[src/logic/ssc_pkg.sv]
// Shared constants and types for the switching-frequency control block
package ssc_pkg;
  // ----------------------------------------
  // Register offsets
  // ----------------------------------------
  localparam logic [7:0] SSC_OFS_LINE_CTRL = 8'h00;
  localparam logic [7:0] SSC_OFS_PAIR_CTRL = 8'h01;
  localparam logic [7:0] SSC_OFS_FREQ_SEL = 8'h02;
  localparam logic [7:0] SSC_OFS_STATE_CTRL = 8'h04;
  localparam logic [7:0] SSC_OFS_STATUS = 8'h05;
  localparam logic [7:0] SSC_OFS_FAULT_CTRL = 8'h21;
  localparam logic [7:0] SSC_OFS_PHASE_SETUP = 8'h28;
  localparam logic [7:0] SSC_OFS_SPREAD_EN_AMP = 8'h77;
  localparam logic [7:0] SSC_OFS_SPREAD_CENTER = 8'h78;
  localparam logic [7:0] SSC_OFS_SPREAD_STEP = 8'h79;
  // ----------------------------------------
  // Reset values
  // ----------------------------------------
  localparam logic [7:0] SSC_RST_ZERO = 8'h00;
  localparam logic [7:0] SSC_RST_PHASE_SETUP = 8'h0A;
  localparam logic [7:0] SSC_RST_SPREAD_CENTER = 8'h3F;
  localparam logic [7:0] SSC_RST_STATE_CTRL = 8'h55;
  // ----------------------------------------
  // Field positions
  // ----------------------------------------
  localparam int SSC_BIT_BW_SEL = 7;
  localparam int SSC_BIT_POST_DIV = 6;
  localparam int SSC_BIT_PHASE_SEL = 5;
  localparam int SSC_BIT_SPREAD_EN = 7;
  localparam int SSC_BIT_CLEAR_FAULT = 7;
  localparam int SSC_FIELD_W = 7;
  localparam int SSC_NUM_CH = 4;
  localparam int SSC_NUM_PAIR = 2;
  // ----------------------------------------
  // Channel operating states, two bits per channel
  // ----------------------------------------
  typedef enum logic [1:0] {
    SSC_ST_PLAY = 2'b00,
    SSC_ST_STANDBY = 2'b01,
    SSC_ST_MUTE = 2'b10,
    SSC_ST_DIAG = 2'b11
  } ssc_state_t;
  // ----------------------------------------
  // Switching-frequency choices and multiples of the sample rate
  // ----------------------------------------
  localparam logic [2:0] SSC_FSEL_8 = 3'h0;
  localparam logic [2:0] SSC_FSEL_10 = 3'h1;
  localparam logic [2:0] SSC_FSEL_38 = 3'h2;
  localparam logic [2:0] SSC_FSEL_44 = 3'h3;
  localparam logic [2:0] SSC_FSEL_48 = 3'h4;
  localparam logic [5:0] SSC_MULT_8 = 6'h08;
  localparam logic [5:0] SSC_MULT_10 = 6'h0A;
  localparam logic [5:0] SSC_MULT_38 = 6'h26;
  localparam logic [5:0] SSC_MULT_44 = 6'h2C;
  localparam logic [5:0] SSC_MULT_48 = 6'h30;
  localparam logic [8:0] SSC_CENTER_NUM = 9'h100;
  // ----------------------------------------
  // Timing
  // ----------------------------------------
  localparam int SSC_CLK_HZ = 20000000;
  localparam int SSC_UPDATE_NS = 5000;
  localparam int SSC_UPDATE_CYCLES = (SSC_UPDATE_NS * (SSC_CLK_HZ / 1000000)) / 1000;
  // ----------------------------------------
  // Carriers
  // ----------------------------------------
  typedef struct packed {
    logic wr;
    logic rd;
    logic [7:0] addr;
    logic [7:0] wdata;
  } ssc_bus_req_t;
  typedef struct packed {
    logic [5:0] sw_mult;
    logic [7:0] center_div;
    logic signed [9:0] freq_offset;
    logic spread_active;
  } ssc_sw_cfg_t;
endpackage

[src/logic/ssc_ctrl.sv]
// Switching-frequency, spread-spectrum and bridge-pairing control block
// ----------------------------------------
// ----------------------------------------
module ssc_ctrl #(
  parameter int UPDATE_CYCLES = ssc_pkg::SSC_UPDATE_CYCLES
) (
  input wire logic mclk,
  input wire logic srst,
  input wire ssc_pkg::ssc_bus_req_t bus_req,
  output logic [7:0] rd_data,
  output logic rd_valid,
  output ssc_pkg::ssc_sw_cfg_t sw_cfg,
  output logic [3:0] line_mode,
  output logic [1:0] parallel_bridge_mode,
  output logic [3:0] diag_chan,
  output logic pair_fault,
  output logic phase_ok
);
  import ssc_pkg::*;

  // ----------------------------------------
  // Register storage
  // ----------------------------------------
  logic [7:0] line_ctrl;
  logic [1:0] pair_req;
  logic [2:0] freq_sel;
  logic [7:0] state_ctrl;
  logic [7:0] fault_ctrl;
  logic [7:0] phase_and_spread_setup;
  logic [7:0] spread_enable_amplitude;
  logic [7:0] spread_center_divider;
  logic [7:0] spread_step_size;
  logic signed [9:0] offset;
  logic sweep_up;
  logic [15:0] tick_cnt;

  // Write strobes per offset
  function automatic logic hit(input ssc_bus_req_t r, input logic [7:0] ofs);
    hit = r.wr && (r.addr == ofs);
  endfunction

  // ----------------------------------------
  // Decode
  // ----------------------------------------
  wire logic [6:0] spread_amplitude = spread_enable_amplitude[SSC_FIELD_W-1:0];
  wire logic [6:0] pre_div = spread_center_divider[SSC_FIELD_W-1:0];
  wire logic spread_bandwidth_select = phase_and_spread_setup[SSC_BIT_BW_SEL];
  wire logic spread_post_divider = phase_and_spread_setup[SSC_BIT_POST_DIV];
  wire logic spread_en = spread_enable_amplitude[SSC_BIT_SPREAD_EN];
  // Spread needs enable plus both qualifiers
  // qualifier gating
  wire logic spread_active = spread_en && spread_bandwidth_select && spread_post_divider;
  // Center divisor 2*pre_div + 2, wrapping to zero at pre_div 127
  // center divisor
  wire logic [7:0] center_div = {pre_div, 1'b0} + 8'h02;
  wire logic signed [9:0] amp_s = signed'({3'h0, spread_amplitude});
  wire logic signed [9:0] step_s = signed'({2'h0, spread_step_size});
  wire logic signed [9:0] up_val = offset + step_s;
  wire logic signed [9:0] dn_val = offset - step_s;
  // Offset shown only while active, so a dropped qualifier never leaves a stale offset
  wire logic signed [9:0] shown_offset = spread_active ? offset : 10'sd0;
  wire logic tick = (tick_cnt == 16'(UPDATE_CYCLES - 1));
  wire logic in_standby = (state_ctrl == SSC_RST_STATE_CTRL);
  // Paired channels must agree in state
  wire logic [1:0] pair_mismatch;
  wire logic clear_fault = fault_ctrl[SSC_BIT_CLEAR_FAULT];

  genvar gp;
  generate
    for (gp = 0; gp < SSC_NUM_PAIR; gp++) begin : g_pair
      assign pair_mismatch[gp] = parallel_bridge_mode[gp] &&
        (state_ctrl[4*gp+1:4*gp] != state_ctrl[4*gp+3:4*gp+2]);
    end
  endgenerate

  // diagnostics reach both halves of a pair
  genvar gc;
  generate
    for (gc = 0; gc < SSC_NUM_CH; gc++) begin : g_diag
      assign diag_chan[gc] = (state_ctrl[2*gc+1:2*gc] == SSC_ST_DIAG) ||
        (parallel_bridge_mode[gc/2] && (state_ctrl[2*(gc^1)+1:2*(gc^1)] == SSC_ST_DIAG));
    end
  endgenerate

  // Switching multiple selection; unknown codes fall back to 44
  // frequency multiples
  logic [5:0] next_mult;
  always_comb begin
    case (freq_sel)
      SSC_FSEL_8: next_mult = SSC_MULT_8;
      SSC_FSEL_10: next_mult = SSC_MULT_10;
      SSC_FSEL_38: next_mult = SSC_MULT_38;
      SSC_FSEL_48: next_mult = SSC_MULT_48;
      default: next_mult = SSC_MULT_44;
    endcase
  end

  // Read multiplexer; unmapped offsets read zero
  logic [7:0] next_rd;
  always_comb begin
    case (bus_req.addr)
      SSC_OFS_LINE_CTRL: next_rd = line_ctrl;
      SSC_OFS_PAIR_CTRL: next_rd = {6'h00, pair_req};
      SSC_OFS_FREQ_SEL: next_rd = {5'h00, freq_sel};
      SSC_OFS_STATE_CTRL: next_rd = state_ctrl;
      SSC_OFS_STATUS: next_rd = {4'h0, spread_active, pair_fault, parallel_bridge_mode};
      SSC_OFS_FAULT_CTRL: next_rd = fault_ctrl;
      SSC_OFS_PHASE_SETUP: next_rd = phase_and_spread_setup;
      SSC_OFS_SPREAD_EN_AMP: next_rd = spread_enable_amplitude;
      SSC_OFS_SPREAD_CENTER: next_rd = spread_center_divider;
      SSC_OFS_SPREAD_STEP: next_rd = spread_step_size;
      default: next_rd = SSC_RST_ZERO;
    endcase
  end

  // ----------------------------------------
  // Register writes
  // ----------------------------------------
  // configuration storage
  always_ff @(posedge mclk) begin
    if (srst) begin
      line_ctrl <= SSC_RST_ZERO;
      pair_req <= 2'h0;
      freq_sel <= SSC_FSEL_44;
      state_ctrl <= SSC_RST_STATE_CTRL;
      fault_ctrl <= SSC_RST_ZERO;
      phase_and_spread_setup <= SSC_RST_PHASE_SETUP;
      spread_enable_amplitude <= SSC_RST_ZERO;
      spread_center_divider <= SSC_RST_SPREAD_CENTER;
      spread_step_size <= SSC_RST_ZERO;
    end else begin
      if (hit(bus_req, SSC_OFS_LINE_CTRL)) line_ctrl <= bus_req.wdata;
      if (hit(bus_req, SSC_OFS_PAIR_CTRL)) pair_req <= bus_req.wdata[1:0];
      if (hit(bus_req, SSC_OFS_FREQ_SEL)) freq_sel <= bus_req.wdata[2:0];
      if (hit(bus_req, SSC_OFS_STATE_CTRL)) state_ctrl <= bus_req.wdata;
      if (hit(bus_req, SSC_OFS_FAULT_CTRL)) fault_ctrl <= bus_req.wdata;
      if (hit(bus_req, SSC_OFS_PHASE_SETUP)) phase_and_spread_setup <= bus_req.wdata;
      if (hit(bus_req, SSC_OFS_SPREAD_EN_AMP)) spread_enable_amplitude <= bus_req.wdata;
      if (hit(bus_req, SSC_OFS_SPREAD_CENTER)) spread_center_divider <= bus_req.wdata;
      if (hit(bus_req, SSC_OFS_SPREAD_STEP)) spread_step_size <= bus_req.wdata;
    end
  end

  // Pairing is copied only in standby so live channels never re-wire
  // standby-only pairing
  always_ff @(posedge mclk) begin
    if (srst) parallel_bridge_mode <= 2'h0;
    else if (in_standby) parallel_bridge_mode <= pair_req;
  end

  // Sticky pair fault; a new mismatch beats the clear
  // sticky fault
  always_ff @(posedge mclk) begin
    if (srst) pair_fault <= 1'b0;
    else if (|pair_mismatch) pair_fault <= 1'b1;
    else if (clear_fault) pair_fault <= 1'b0;
  end

  // Update timer for the sweep
  always_ff @(posedge mclk) begin
    if (srst || tick) tick_cnt <= 16'h0000;
    else tick_cnt <= tick_cnt + 16'h0001;
  end

  // Triangle sweep, clamped at the amplitude bounds
  // triangle sweep
  always_ff @(posedge mclk) begin
    if (srst || !spread_active) begin
      offset <= 10'sd0;
      sweep_up <= 1'b1;
    end else if (tick) begin
      if (sweep_up) begin
        if (up_val >= amp_s) begin
          offset <= amp_s;
          sweep_up <= 1'b0;
        end else offset <= up_val;
      end else begin
        if (dn_val <= -amp_s) begin
          offset <= -amp_s;
          sweep_up <= 1'b1;
        end else offset <= dn_val;
      end
    end
  end

  // Registered outputs
  always_ff @(posedge mclk) begin
    if (srst) begin
      sw_cfg <= '0;
      rd_data <= SSC_RST_ZERO;
      rd_valid <= 1'b0;
      line_mode <= 4'h0;
      phase_ok <= 1'b0;
    end else begin
      sw_cfg <= '{sw_mult: next_mult, center_div: center_div, freq_offset: shown_offset, spread_active: spread_active};
      rd_data <= bus_req.rd ? next_rd : rd_data;
      rd_valid <= bus_req.rd;
      line_mode <= line_ctrl[SSC_NUM_CH-1:0];
      phase_ok <= phase_and_spread_setup[SSC_BIT_PHASE_SEL];
    end
  end

  // ----------------------------------------
  // Assertions
  // ----------------------------------------
  AST_SPREAD_QUAL: assert property (@(posedge mclk) disable iff (srst)
    (!spread_bandwidth_select || !spread_post_divider) |=> !sw_cfg.spread_active && sw_cfg.freq_offset == 10'sd0)
    else $error("spread active without qualifiers");
  AST_POST_DIV: assert property (@(posedge mclk) disable iff (srst)
    $fell(spread_post_divider) |=> !sw_cfg.spread_active)
    else $error("spread survived post-divider clear");
  AST_AMP_BOUND: assert property (@(posedge mclk) disable iff (srst)
    offset <= amp_s || !spread_active || $changed(spread_amplitude) || $past(offset) > amp_s)
    else $error("offset above amplitude");
  AST_CENTER: assert property (@(posedge mclk) disable iff (srst)
    !$past(srst) |-> sw_cfg.center_div == {$past(pre_div), 1'b0} + 8'h02)
    else $error("center divisor wrong");
  AST_STEP: assert property (@(posedge mclk) disable iff (srst)
    spread_active && tick && sweep_up && up_val < amp_s && $stable(spread_active) |=> offset == $past(up_val))
    else $error("sweep step wrong");
  AST_MULT: assert property (@(posedge mclk) disable iff (srst)
    freq_sel == SSC_FSEL_38 ##1 freq_sel == SSC_FSEL_38 |-> sw_cfg.sw_mult == SSC_MULT_38)
    else $error("multiple 38 wrong");
  AST_MULT_LOW: assert property (@(posedge mclk) disable iff (srst)
    freq_sel == SSC_FSEL_10 ##1 freq_sel == SSC_FSEL_10 |-> sw_cfg.sw_mult == SSC_MULT_10)
    else $error("multiple 10 wrong");
  AST_FAULT: assert property (@(posedge mclk) disable iff (srst)
    |pair_mismatch |=> pair_fault)
    else $error("pair mismatch not reported");
  AST_STANDBY: assert property (@(posedge mclk) disable iff (srst)
    !$past(in_standby) |-> $stable(parallel_bridge_mode))
    else $error("pairing changed outside standby");
  AST_DIAG: assert property (@(posedge mclk) disable iff (srst)
    parallel_bridge_mode[0] && state_ctrl[1:0] == SSC_ST_DIAG |-> diag_chan[1:0] == 2'b11)
    else $error("paired diagnostics incomplete");
  AST_LINE: assert property (@(posedge mclk) disable iff (srst)
    ##1 line_mode == $past(line_ctrl[3:0]))
    else $error("line mode not applied");
  AST_PHASE: assert property (@(posedge mclk) disable iff (srst)
    ##1 phase_ok == $past(phase_and_spread_setup[SSC_BIT_PHASE_SEL]))
    else $error("phase select not applied");
  // Qualifiers switch the sweep on as well as off
  AST_SPREAD_ON: assert property (@(posedge mclk) disable iff (srst)
    spread_en && spread_bandwidth_select && spread_post_divider |=> sw_cfg.spread_active)
    else $error("spread not active with all qualifiers");
  // Lower bound and downward steps of the triangle
  AST_AMP_FLOOR: assert property (@(posedge mclk) disable iff (srst)
    spread_active && $stable(spread_active) && $stable(spread_amplitude) &&
    $past(offset) >= -amp_s |-> offset >= -amp_s)
    else $error("offset below amplitude");
  AST_STEP_DOWN: assert property (@(posedge mclk) disable iff (srst)
    spread_active && tick && !sweep_up && dn_val > -amp_s && $stable(spread_active) |=> offset == $past(dn_val))
    else $error("sweep down step wrong");
  // Step register reads back as stored
  AST_STEP_READ: assert property (@(posedge mclk) disable iff (srst)
    bus_req.rd && bus_req.addr == SSC_OFS_SPREAD_STEP |=> rd_valid && rd_data == $past(spread_step_size))
    else $error("step register read wrong");
  // Switching multiples 48 and 8
  AST_MULT_HIGH: assert property (@(posedge mclk) disable iff (srst)
    freq_sel == SSC_FSEL_48 ##1 freq_sel == SSC_FSEL_48 |-> sw_cfg.sw_mult == SSC_MULT_48)
    else $error("multiple 48 wrong");
  AST_MULT_LOW8: assert property (@(posedge mclk) disable iff (srst)
    freq_sel == SSC_FSEL_8 ##1 freq_sel == SSC_FSEL_8 |-> sw_cfg.sw_mult == SSC_MULT_8)
    else $error("multiple 8 wrong");
  // Fault flag holds until cleared with no mismatch
  AST_FAULT_HOLD: assert property (@(posedge mclk) disable iff (srst)
    pair_fault && !clear_fault |=> pair_fault)
    else $error("pair fault dropped without clear");
  AST_FAULT_CLEAR: assert property (@(posedge mclk) disable iff (srst)
    clear_fault && !(|pair_mismatch) |=> !pair_fault)
    else $error("pair fault survived clear");
  // Pairing request lands in standby
  AST_PAIR_APPLY: assert property (@(posedge mclk) disable iff (srst)
    in_standby |=> parallel_bridge_mode == $past(pair_req))
    else $error("pairing not applied in standby");
  AST_DIAG_PAIR2: assert property (@(posedge mclk) disable iff (srst)
    parallel_bridge_mode[1] && state_ctrl[5:4] == SSC_ST_DIAG |-> diag_chan[3:2] == 2'b11)
    else $error("second pair diagnostics incomplete");
  COV_SWEEP_TURN: cover property (@(posedge mclk) disable iff (srst) spread_active && tick && sweep_up ##1 !sweep_up);
  COV_PAIR_FAULT: cover property (@(posedge mclk) disable iff (srst) $rose(pair_fault));
  COV_PAIR_APPLY: cover property (@(posedge mclk) disable iff (srst) $rose(parallel_bridge_mode[1]));
  COV_SPREAD_DROP: cover property (@(posedge mclk) disable iff (srst) $fell(sw_cfg.spread_active));
  COV_FAULT_CLEARED: cover property (@(posedge mclk) disable iff (srst) $fell(pair_fault));
endmodule // ssc_ctrl

[config.mk]
export PLATFORM = sky130hd
export DESIGN_NAME = ssc_ctrl
export DESIGN_NICKNAME = d
export VERILOG_FILES = /design/src/logic/ssc_pkg.sv /design/src/logic/ssc_ctrl.sv
export SDC_FILE = /design/constraint.sdc
export NUM_CORES = 1
export LEC_CHECK = 0
export ABC_AREA = 1
export BUFFER_PORTS_ARGS = -buffer_cell sky130_fd_sc_hd__clkbuf_2
export CAP_MARGIN = 10
export CORE_AREA = 10 10 122 124
export DETAILED_ROUTE_END_ITERATION = 10
export DIE_AREA = 0 0 132 134
export PLACE_DENSITY = 0.75
export SLEW_MARGIN = 10
export SYNTH_ARGS = -nofsm -noshare
export SYNTH_HDL_FRONTEND = slang
export SYNTH_SLANG_ARGS = --single-unit
[constraint.sdc]
create_clock -name mclk -period 3.2 [get_ports mclk]
set_input_delay 0.32 -clock mclk [delete_from_list [all_inputs] [get_ports mclk]]
set_output_delay 0.32 -clock mclk [all_outputs]
set_load 0.01 [all_outputs]
**Word-level counts from Yosys, hierarchy flattened**

Index checks and enable logic that the tools add are counted.

- Eq/ne operators: 20
- Magnitude comparators: 2
- Bitwise gates (word level): 1
- Mux-type cells: 10
- $add $sub $neg: 5
- Reduce and logical (&&, ||, !) cells: 29

Operator list:

| cell | number |
|---|---|
| $pmux W8 S10 | 1 |
| $eq A8 B7 Y1 const B | 4 |
| $mux W10 | 3 |
| $pmux W6 S4 | 1 |
| $logic_and A1 B1 Y1 | 17 |
| $add A16 B1 Y16 const B | 1 |
| $eq A16 B7 Y1 const B | 1 |
| $eq A8 B3 Y1 const B | 2 |
| $eq A8 B6 Y1 const B | 2 |
| $add A10 B9 Y10 | 1 |
| $ge A10 B8 Y1 | 1 |
| $le A10 B10 Y1 | 1 |
| $neg A7 Y10 | 1 |
| $sub A10 B9 Y10 | 1 |
| $add A8 B2 Y8 const B | 1 |
| $eq A2 B2 Y1 const B | 4 |
| $eq A8 B1 Y1 const B | 1 |
| $eq A8 B2 Y1 const B | 1 |
| $logic_not A8 Y1 | 1 |
| $logic_or A1 B1 Y1 | 6 |
| $mux W1 | 5 |
| $ne A2 B2 Y1 | 2 |
| $reduce_or A2 Y1 | 2 |
| $eq A3 B1 Y1 const B | 1 |
| other kinds (6) | 6 |

- Output and inout bits: 46
- Bits of input ports: 20
- Bits in registers: 130

**Logic depth before layout (Yosys ltp)**

Gate-level depths: netlist of the first run.

- Depth in word-level cells: 4
- Gate-level depth with buffers: 23
- Gate-level depth less buffers: 23

**Worst setup path before layout of the first run**

Ideal clock, no wire load.

- Path kind: reg-to-reg
- Start: reg spread_step_size[2]
- End: reg offset[1]
- Data required time: 3.134 ns
- Cell stages (with the launch flop): 24
- Arrival: 2.794 ns
- Clock period less this slack: 2.860 ns
- Library setup time: 0.066 ns
- Path buffers: 1
- Slack: 0.340 ns
- Path through: dfxtp_1 -> inv_1 -> ha_1 -> buf_6 -> a21oi_1 -> nand2_1 -> nand3_1 -> nand2_1 -> nand2_1 -> nand3_1 -> nand2_1 -> and2_1 -> inv_1 -> ha_1 -> nand2_1 -> nor2_1 -> nand4_1 -> nand4_1 -> nand2_2 -> nor2_1 -> inv_1 -> nor2_1 -> nor2_1 -> a21oi_2

- Longest elaborated chain between the ends: 4

Ends and longest elaborated chain:

| element | line | text |
|---|---|---|
| start, declared | ssc_ctrl.sv:32 | `logic [7:0] spread_step_size;` |
| start signal, assigned | ssc_ctrl.sv:140 | `if (hit(bus_req, SSC_OFS_SPREAD_STEP)) spread_step_size <= bus_req.wdata;` |
| $sub A10 B9 Y10 or $add A10 B9 Y10 (tied branches) | ssc_ctrl.sv:59, ssc_ctrl.sv:58 |  |
| $le A10 B10 Y1 or $ge A10 B8 Y1 (tied branches) | ssc_ctrl.sv:178, ssc_ctrl.sv:173 |  |
| $mux W10 (on tied branches) | ssc_ctrl.sv:178, ssc_ctrl.sv:173 |  |
| $mux W10 * | ssc_ctrl.sv:172 | `if (sweep_up) begin` |
| end signal, assigned | ssc_ctrl.sv:174 | `offset <= amp_s;` |
| end signal, assigned | ssc_ctrl.sv:179 | `offset <= -amp_s;` |
| end signal, assigned | ssc_ctrl.sv:181 | `end else offset <= dn_val;` |
| end, declared | ssc_ctrl.sv:33 | `logic signed [9:0] offset;` |

Every way passes the cells marked *; elsewhere a longest branch is shown, timed or not.
A chain may end at the register's enable or synchronous reset.

**Final worst setup path of the first run**

- Start: reg offset[0]
- End: reg offset[1]

- Longest elaborated chain between the ends: 4

Ends and longest elaborated chain:

| element | line | text |
|---|---|---|
| start signal, assigned | ssc_ctrl.sv:174 |  |
| start signal, assigned | ssc_ctrl.sv:176 | `end else offset <= up_val;` |
| start signal, assigned | ssc_ctrl.sv:179 |  |
| $sub A10 B9 Y10 or $add A10 B9 Y10 (tied branches) | ssc_ctrl.sv:59, ssc_ctrl.sv:58 |  |
| $le A10 B10 Y1 or $ge A10 B8 Y1 (tied branches) | ssc_ctrl.sv:178, ssc_ctrl.sv:173 |  |
| $mux W10 (on tied branches) | ssc_ctrl.sv:178, ssc_ctrl.sv:173 |  |
| $mux W10 * | ssc_ctrl.sv:172 |  |

Marked as above.

==> results.json, run 1 <==
{
  "finalSetupViolCount": 0,
  "period_share_pct": 96.9,
  "relSlewSlack_pct": 54.3,
  "grt_pass1_wl_um": 30900,
  "path_clk_slew_ns": 0.06,
  "core_area_sq_um": 12500,
  "hold_buffers": 0,
  "clock.fmax_mhz": 322,
  "power.density_nw_per_um2": 462,
  "cp_common_cell": "inv_1",
  "cts.path.max_buffers": 2,
  "grt_overflow_total": 0,
  "crit_path_start": "offset[0]$_SDFFE_PP0P_",
  "hpwl_um": 14600,
  "critPathMaxStageDelay_ns": 0.35,
  "synth_area_sq_um": 6890,
  "end_kind": "flip-flop",
  "setup_slack_ns": 0.0987,
  "drt-initial-drc-count": 598,
  "fillers": 1133,
  "ff2ff_setup_slack_ns": 0.1,
  "ant_nets": 0,
  "rr_endpoint": "offset[1]$_SDFFE_PP0P_",
  "synth_edf_count": 0,
  "timing.clock.skew_ns": 0.00707,
  "cts_max_level": 4,
  "dp.cells": 1195,
  "worstSetupEndpoint": "offset[1]$_SDFFE_PP0P_",
  "r2r-start": "offset[0]$_SDFFE_PP0P_",
  "grtUsageTotal_pct": 21.6,
  "p_total_mw": 3.78,
  "critPathBufInv": 6,
  "ys_seq_elements": 128,
  "path_cells": "inv_1, ha_1, inv_1, fa_2, nand3_1, nand3_1, xor2_1, buf_4, inv_1, ha_1, nand2_2, nor2_1, nand4_1, o22ai_1, inv_1, nand2_4, nor2_4, inv_4, nor2_1, nor2_1, a21oi_2",
  "ys.warnings.count": 0,
  "gp_congestion": 0.946,
  "grt_pass1_vias": 6232,
  "start_util_pct": 55.3,
  "r2r_cells": 21,
  "yosysSeqAreaShare_pct": 37.2,
  "instances_no_fill": 1230,
  "ys_types": 49,
  "area_growth_pct": 18.9,
  "worstHoldPathType": "in -> reg",
  "drc": 0,
  "start_kind": "flip-flop",
  "hold_viol": 0,
  "avgViaCountPerCell": 5.47,
  "numCtsBuffers": 17,
  "synthCells": 972,
  "min_period_ns": 3.10,
  "antenna_found_initial": 0,
  "cp.required_ns": 3.51,
  "die_area_sq_um": 17700,
  "outcome": "finished clean",
  "worstSkewPairLatency_ns": 0.43,
  "io_pins": 66,
  "async_flop_share_pct": 0,
  "layout-drive-gt1-share_pct": 16.6,
  "io_buffer_count": 63,
  "drt-pass1-iter-count": 5,
  "cp.arrival_ns": 3.42,
  "antenna_cells": 0,
  "multi_input_comb_area_sq_um": 3730,
  "p_leak_nw": 3.74,
  "path_class": "reg -> reg",
  "dp_slack_ns": -0.0264,
  "wl_per_cell_um": 15.9,
  "crit_slowest_cell": "fa_2",
  "slew_viol_final": 0,
  "worst_slew_pin_slew_ns": 0.683,
  "die_x_um": 132,
  "cp_num_cells": 21,
  "final_cell_mix": "inv_1, nand2_1, dfxtp_1",
  "die_h_um": 134,
  "cts_tree": "yes",
  "vdd_drop_max_v": 0.000291,
  "layout_commonest_cell": "inv_1",
  "grt_max_degree": 63,
  "drt_wl_total_um": 19600,
  "path_delay_family": "simple AND/OR/NAND/NOR gates",
  "finalSetupTns_ns": 0,
  "seqCellArea_sq_um": 2570,
  "clockRootBuffer": "clkbuf_16",
  "rows": 41,
  "numClockSinks": 128,
  "avgSynthCellArea_sq_um": 7.09,
  "synth_flop_cell": "dfxtp_1",
  "fin_nets": 1103,
  "fin_util_pct": 65.7,
  "drv_cap": 0,
  "critPathMaxFanout": 7,
  "num_vias": 6728
}
## layout make-up
| class | count | share of cell area, % |
|---|---|---|
| Multi-Input combinational cell | 654 | 45.6 |
| Tap cell | 172 | 2.63 |
| Timing Repair Buffer | 80 | 5.41 |
| Clock inverter | 11 | 1.86 |
| Inverter | 164 | 7.58 |
| Clock buffer | 21 | 5.62 |
| Sequential cell | 128 | 31.3 |
## what timing repair did
item	in CTS	in global routing
buffers inserted	0	3
setup endpoints to repair	5	11
pin swaps	0	9
gates cloned	0	0
gates resized for setup	2	34
## state kept, by name, summed over array words and instances, names as in the netlist
signal,count
phase_ok,1
offset,10
line_mode,4
sweep_up,1
spread_center_divider,8
pair_fault,1
phase_and_spread_setup,8
rd_data,8
rd_valid,1
spread_enable_amplitude,8
state_ctrl,8
tick_cnt,16
parallel_bridge_mode,2
fault_ctrl,8
spread_step_size,8
line_ctrl,8
sw_cfg,23
pair_req,2
freq_sel,3
## synthesized netlist by cell type (2+ instances only)
cell type	n	area [sq um]
clkbuf_1	13	48.8
nand4_1	14	87.6
clkinv_1	4	15.0
nor3_2	3	30.0
buf_6	2	22.5
a31oi_1	2	12.5
nor2_2	3	18.8
nand2_4	2	22.5
inv_1	152	571
a21oi_1	83	415
buf_2	6	30.0
inv_2	8	30.0
xor2_1	15	131
ha_1	36	450
a22oi_1	6	45.0
o21bai_1	4	30.0
o211ai_1	6	45.0
nor2_1	114	428
nor3_1	18	90.1
o22ai_1	22	138
o21ai_0	82	410
buf_4	4	30.0
dfxtp_1	128	2560
nand3_2	2	20.0
nand3_1	49	245
o31ai_1	2	15.0
nand4_4	2	42.5
fa_1	2	40.0
buf_1	2	7.51
nand2_1	144	541
a21oi_2	10	87.6
o21ai_1	6	30.0
nand2_2	5	31.3
nor3b_1	2	15.0
o21a_1	2	15.0
nor4_1	4	25.0
## tightest hold or removal path, stage by stage
cell and delay (ns):
clkbuf_2 0.16, inv_1 0.08, a21oi_1 0.05
## per-stage QoR
stage	area (sq um)	hold slack [ns]
4_1_cts	8020	0.223
2_1_floorplan	6890	0.413
3_5_place_dp	7390	0.433
6_report	8190	0.247
5_1_grt	8190	0.257
3_3_place_gp	7390	0.427
## report_power, final
| part | internal (mW) | switching (mW) | total, mW |
|---|---|---|---|
| logic | 0.0479 | 0.117 | 0.165 |
| clock network | 1.27 | 0.740 | 2.01 |
| registers | 1.60 | 0.00457 | 1.61 |
## logic make-up (layout without fill, tap and decap cells)
family	after synthesis	in the layout	synth area share [%]
XOR/XNOR	16	16	2.03
buffers and inverters	191	276	11.0
AO/OA/AOI/OAI	228	228	18.4
flip-flops	128	128	37.2
adder cells (fa/ha/maj)	38	38	7.12
other	1	2	0.0544
AND/OR/NAND/NOR	370	370	24.2
## layer usage
metal / vias to the layer above / track usage (%) / wire length (um)
met5: - / 0 / 0
met4: 0 / 11.6 / 799
met3: 64 / 4.78 / 1240
met2: 254 / 34.8 / 9090
met1: 3070 / 26.3 / 8480
li1: 3340 / - / -
## worst min path at each step
stage,cells after the start,endpoint,from
after floorplan,2,line_mode[2]$_SDFF_PP0_,line_ctrl[2]$_SDFFE_PP0P_
after global placement,1,tick_cnt[0]$_SDFF_PP0_,tick_cnt[0]$_SDFF_PP0_
after detailed placement,1,sw_cfg[12]$_SDFF_PP0_,spread_center_divider[0]$_SDFFE_PP1P_
after CTS,3,spread_center_divider[7]$_SDFFE_PP0P_,bus_req[7]
after global routing,3,spread_center_divider[7]$_SDFFE_PP0P_,bus_req[7]
final,3,spread_center_divider[7]$_SDFFE_PP0P_,bus_req[7]
No activity file was read; power rests on OpenSTA's default activity.
==> inputs of run 2 (changes only) <==
--- a/config.mk
+++ b/config.mk
@@ -12,6 +12,7 @@
 export DETAILED_ROUTE_END_ITERATION = 10
 export DIE_AREA = 0 0 132 134
 export PLACE_DENSITY = 0.75
+export REMOVE_ABC_BUFFERS = 1
 export SLEW_MARGIN = 10
 export SYNTH_ARGS = -nofsm -noshare
 export SYNTH_HDL_FRONTEND = slang
==> run 2 against run 1 <==
Effect of this change:
- clock-buffer cell count shrank 4
- largest cell class unchanged
- total power down 2.4%
- non-clock buffer count shrank 2
- sequential share of layout area shrank 0.053 points
==> results.json, run 2 (same netlist as run 1, synthesis figures left out) <==
{
  "outcome": "finished clean",
  "hold_buffers": 0,
  "critPathMaxStageDelay_ns": 0.36,
  "drt_wl_total_um": 19400,
  "fin_nets": 1103,
  "grt_overflow_total": 0,
  "rows": 41,
  "die_area_sq_um": 17700,
  "path_clk_slew_ns": 0.06,
  "wl_per_cell_um": 15.7,
  "stdcell_area_sq_um": 8200,
  "core_area_sq_um": 12500,
  "fin_util_pct": 65.8,
  "path_delay_family": "simple AND/OR/NAND/NOR gates",
  "p_leak_nw": 3.75,
  "clock.fmax_mhz": 329,
  "grt_pass1_wl_um": 30200,
  "numCtsBuffers": 17,
  "antenna_cells": 0,
  "period_share_pct": 94.9,
  "timing.clock.skew_ns": 0.00755,
  "grt_setup_unrepaired": "yes",
  "min_period_ns": 3.04,
  "worstSkewPairLatency_ns": 0.42,
  "worst_slew_pin_slew_ns": 0.676,
  "cts.path.max_buffers": 2,
  "gp_congestion": 0.973,
  "fillers": 1105,
  "instances_no_fill": 1230,
  "critPathBufInv": 5,
  "start_util_pct": 55.3,
  "whs_ns": 0.273,
  "cp.arrival_ns": 3.39,
  "cts_max_level": 4,
  "grtUsageTotal_pct": 21.0,
  "io_pins": 66,
  "final_cell_mix": "inv_1, nand2_1, dfxtp_1",
  "grt_pass1_vias": 6009,
  "end_kind": "flip-flop",
  "drt-pass1-iter-count": 7,
  "critPathMaxFanout": 7,
  "power.density_nw_per_um2": 450,
  "drt-initial-drc-count": 638,
  "drv_cap": 0,
  "slew_viol_final": 0,
  "clockRootBuffer": "clkbuf_16",
  "cp.required_ns": 3.55,
  "area_growth_pct": 19.1,
  "worstHoldPathType": "in -> reg",
  "ant_nets": 0,
  "drc": 0,
  "start_kind": "flip-flop",
  "io_buffer_count": 63,
  "top_regs": "sw_cfg (23), tick_cnt (16), offset (10)",
  "dp.cells": 1194,
  "num_vias": 6652,
  "die_x_um": 132,
  "layout_commonest_cell": "inv_1",
  "cts_tree": "yes",
  "regMostFlops": "sw_cfg",
  "vdd_drop_max_v": 0.000297,
  "hpwl_um": 14600,
  "crit_slowest_cell": "dfxtp_1",
  "die_h_um": 134,
  "layout-drive-gt1-share_pct": 17.6,
  "hold_viol": 0,
  "relSlewSlack_pct": 54.8,
  "path_class": "reg -> reg",
  "path_cells": "inv_2, ha_1, buf_4, nand2_1, inv_1, nand4_1, nand3_1, nand2_1, nand2_2, inv_1, ha_1, nand2_1, nor2_1, nand4_1, o22ai_1, inv_1, nand2_4, nand2_2, o21ai_0, nor2_1, a21oi_2",
  "avgViaCountPerCell": 5.41,
  "finalSetupTns_ns": 0,
  "finalSetupViolCount": 0,
  "grt_max_degree": 37,
  "post_dp_cell_area_sq_um": 7380,
  "largest_reg_flops": 23,
  "antenna_found_initial": 0,
  "numClockSinks": 128
}
-- run 2: worst register-to-register path: stages (launching register included) --
cell and delay [ns]:
dfxtp_1 0.36, inv_2 0.07, ha_1 0.31, buf_4 0.18, nand2_1 0.07, inv_1 0.10, nand4_1 0.14, nand3_1 0.10
nand2_1 0.06, nand2_2 0.10, inv_1 0.05, ha_1 0.27, nand2_1 0.08, nor2_1 0.10, nand4_1 0.09, o22ai_1 0.16
inv_1 0.12, nand2_4 0.12, nand2_2 0.11, o21ai_0 0.18, nor2_1 0.08, a21oi_2 0.12
-- run 2: metrics by stage --
step | setup slack (ns) | total power, mW
6_report | 0.162 | 3.69
5_1_grt | -0.0126 | 3.80
4_1_cts | -0.00194 | 3.70
3_5_place_dp | -0.0496 | 1.80
3_3_place_gp | -0.0140 | 1.80
2_1_floorplan | 0.299 | 1.73
-- run 2: cell type report --
class                      instances  area [sq um]  share of cell area [%]
inverter                         164           621                    7.56
multi-input combinational        656          3790                    46.2
tap                              172           215                    2.62
sequential                       128          2570                    31.3
clock inverter                    15           161                    1.97
clock buffer                      17           425                    5.19
timing repair buffer              78           428                    5.22
-- run 2: power breakdown --
part | switching (mW) | internal, mW | total, mW
Combinational | 0.120 | 0.0472 | 0.168
Clock | 0.762 | 1.16 | 1.92
Sequential | 0.00454 | 1.60 | 1.61
Total | 0.886 | 2.81 | 3.69
-- run 2: path summary, 6_finish.rpt --
check                                   startpoint                                    end  slack, ns  cells past startpoint
max reg2reg       spread_step_size[5]$_SDFFE_PP0P_                 offset[3]$_SDFFE_PP0P_       0.16                     21
min                                     bus_req[7]  spread_center_divider[7]$_SDFFE_PP0P_       0.27                      3
min reg2reg  spread_center_divider[0]$_SDFFE_PP1P_                  sw_cfg[12]$_SDFF_PP0_       0.45                      1
max               spread_step_size[5]$_SDFFE_PP0P_                 offset[3]$_SDFFE_PP0P_       0.16                     21
-- run 2: metal layers --
layer | up-vias | GRT usage [%] | share of wire [%]
li1 | 3324 | - | -
met1 | 3061 | 27.1 | 44
met2 | 234 | 33.7 | 47
met3 | 33 | 4.44 | 6.7
met4 | 0 | 7.97 | 1.8
met5 | - | 0 | 0
-- run 2: repair_timing --
item | in CTS | in global routing
cloned | 0 | 2
gates resized for setup | 6 | 40
setup endpoints to repair | 8 | 11
setup buffers | 0 | 2
pin swaps | 0 | 10
endpoints found under the hold margin | 0 | 0
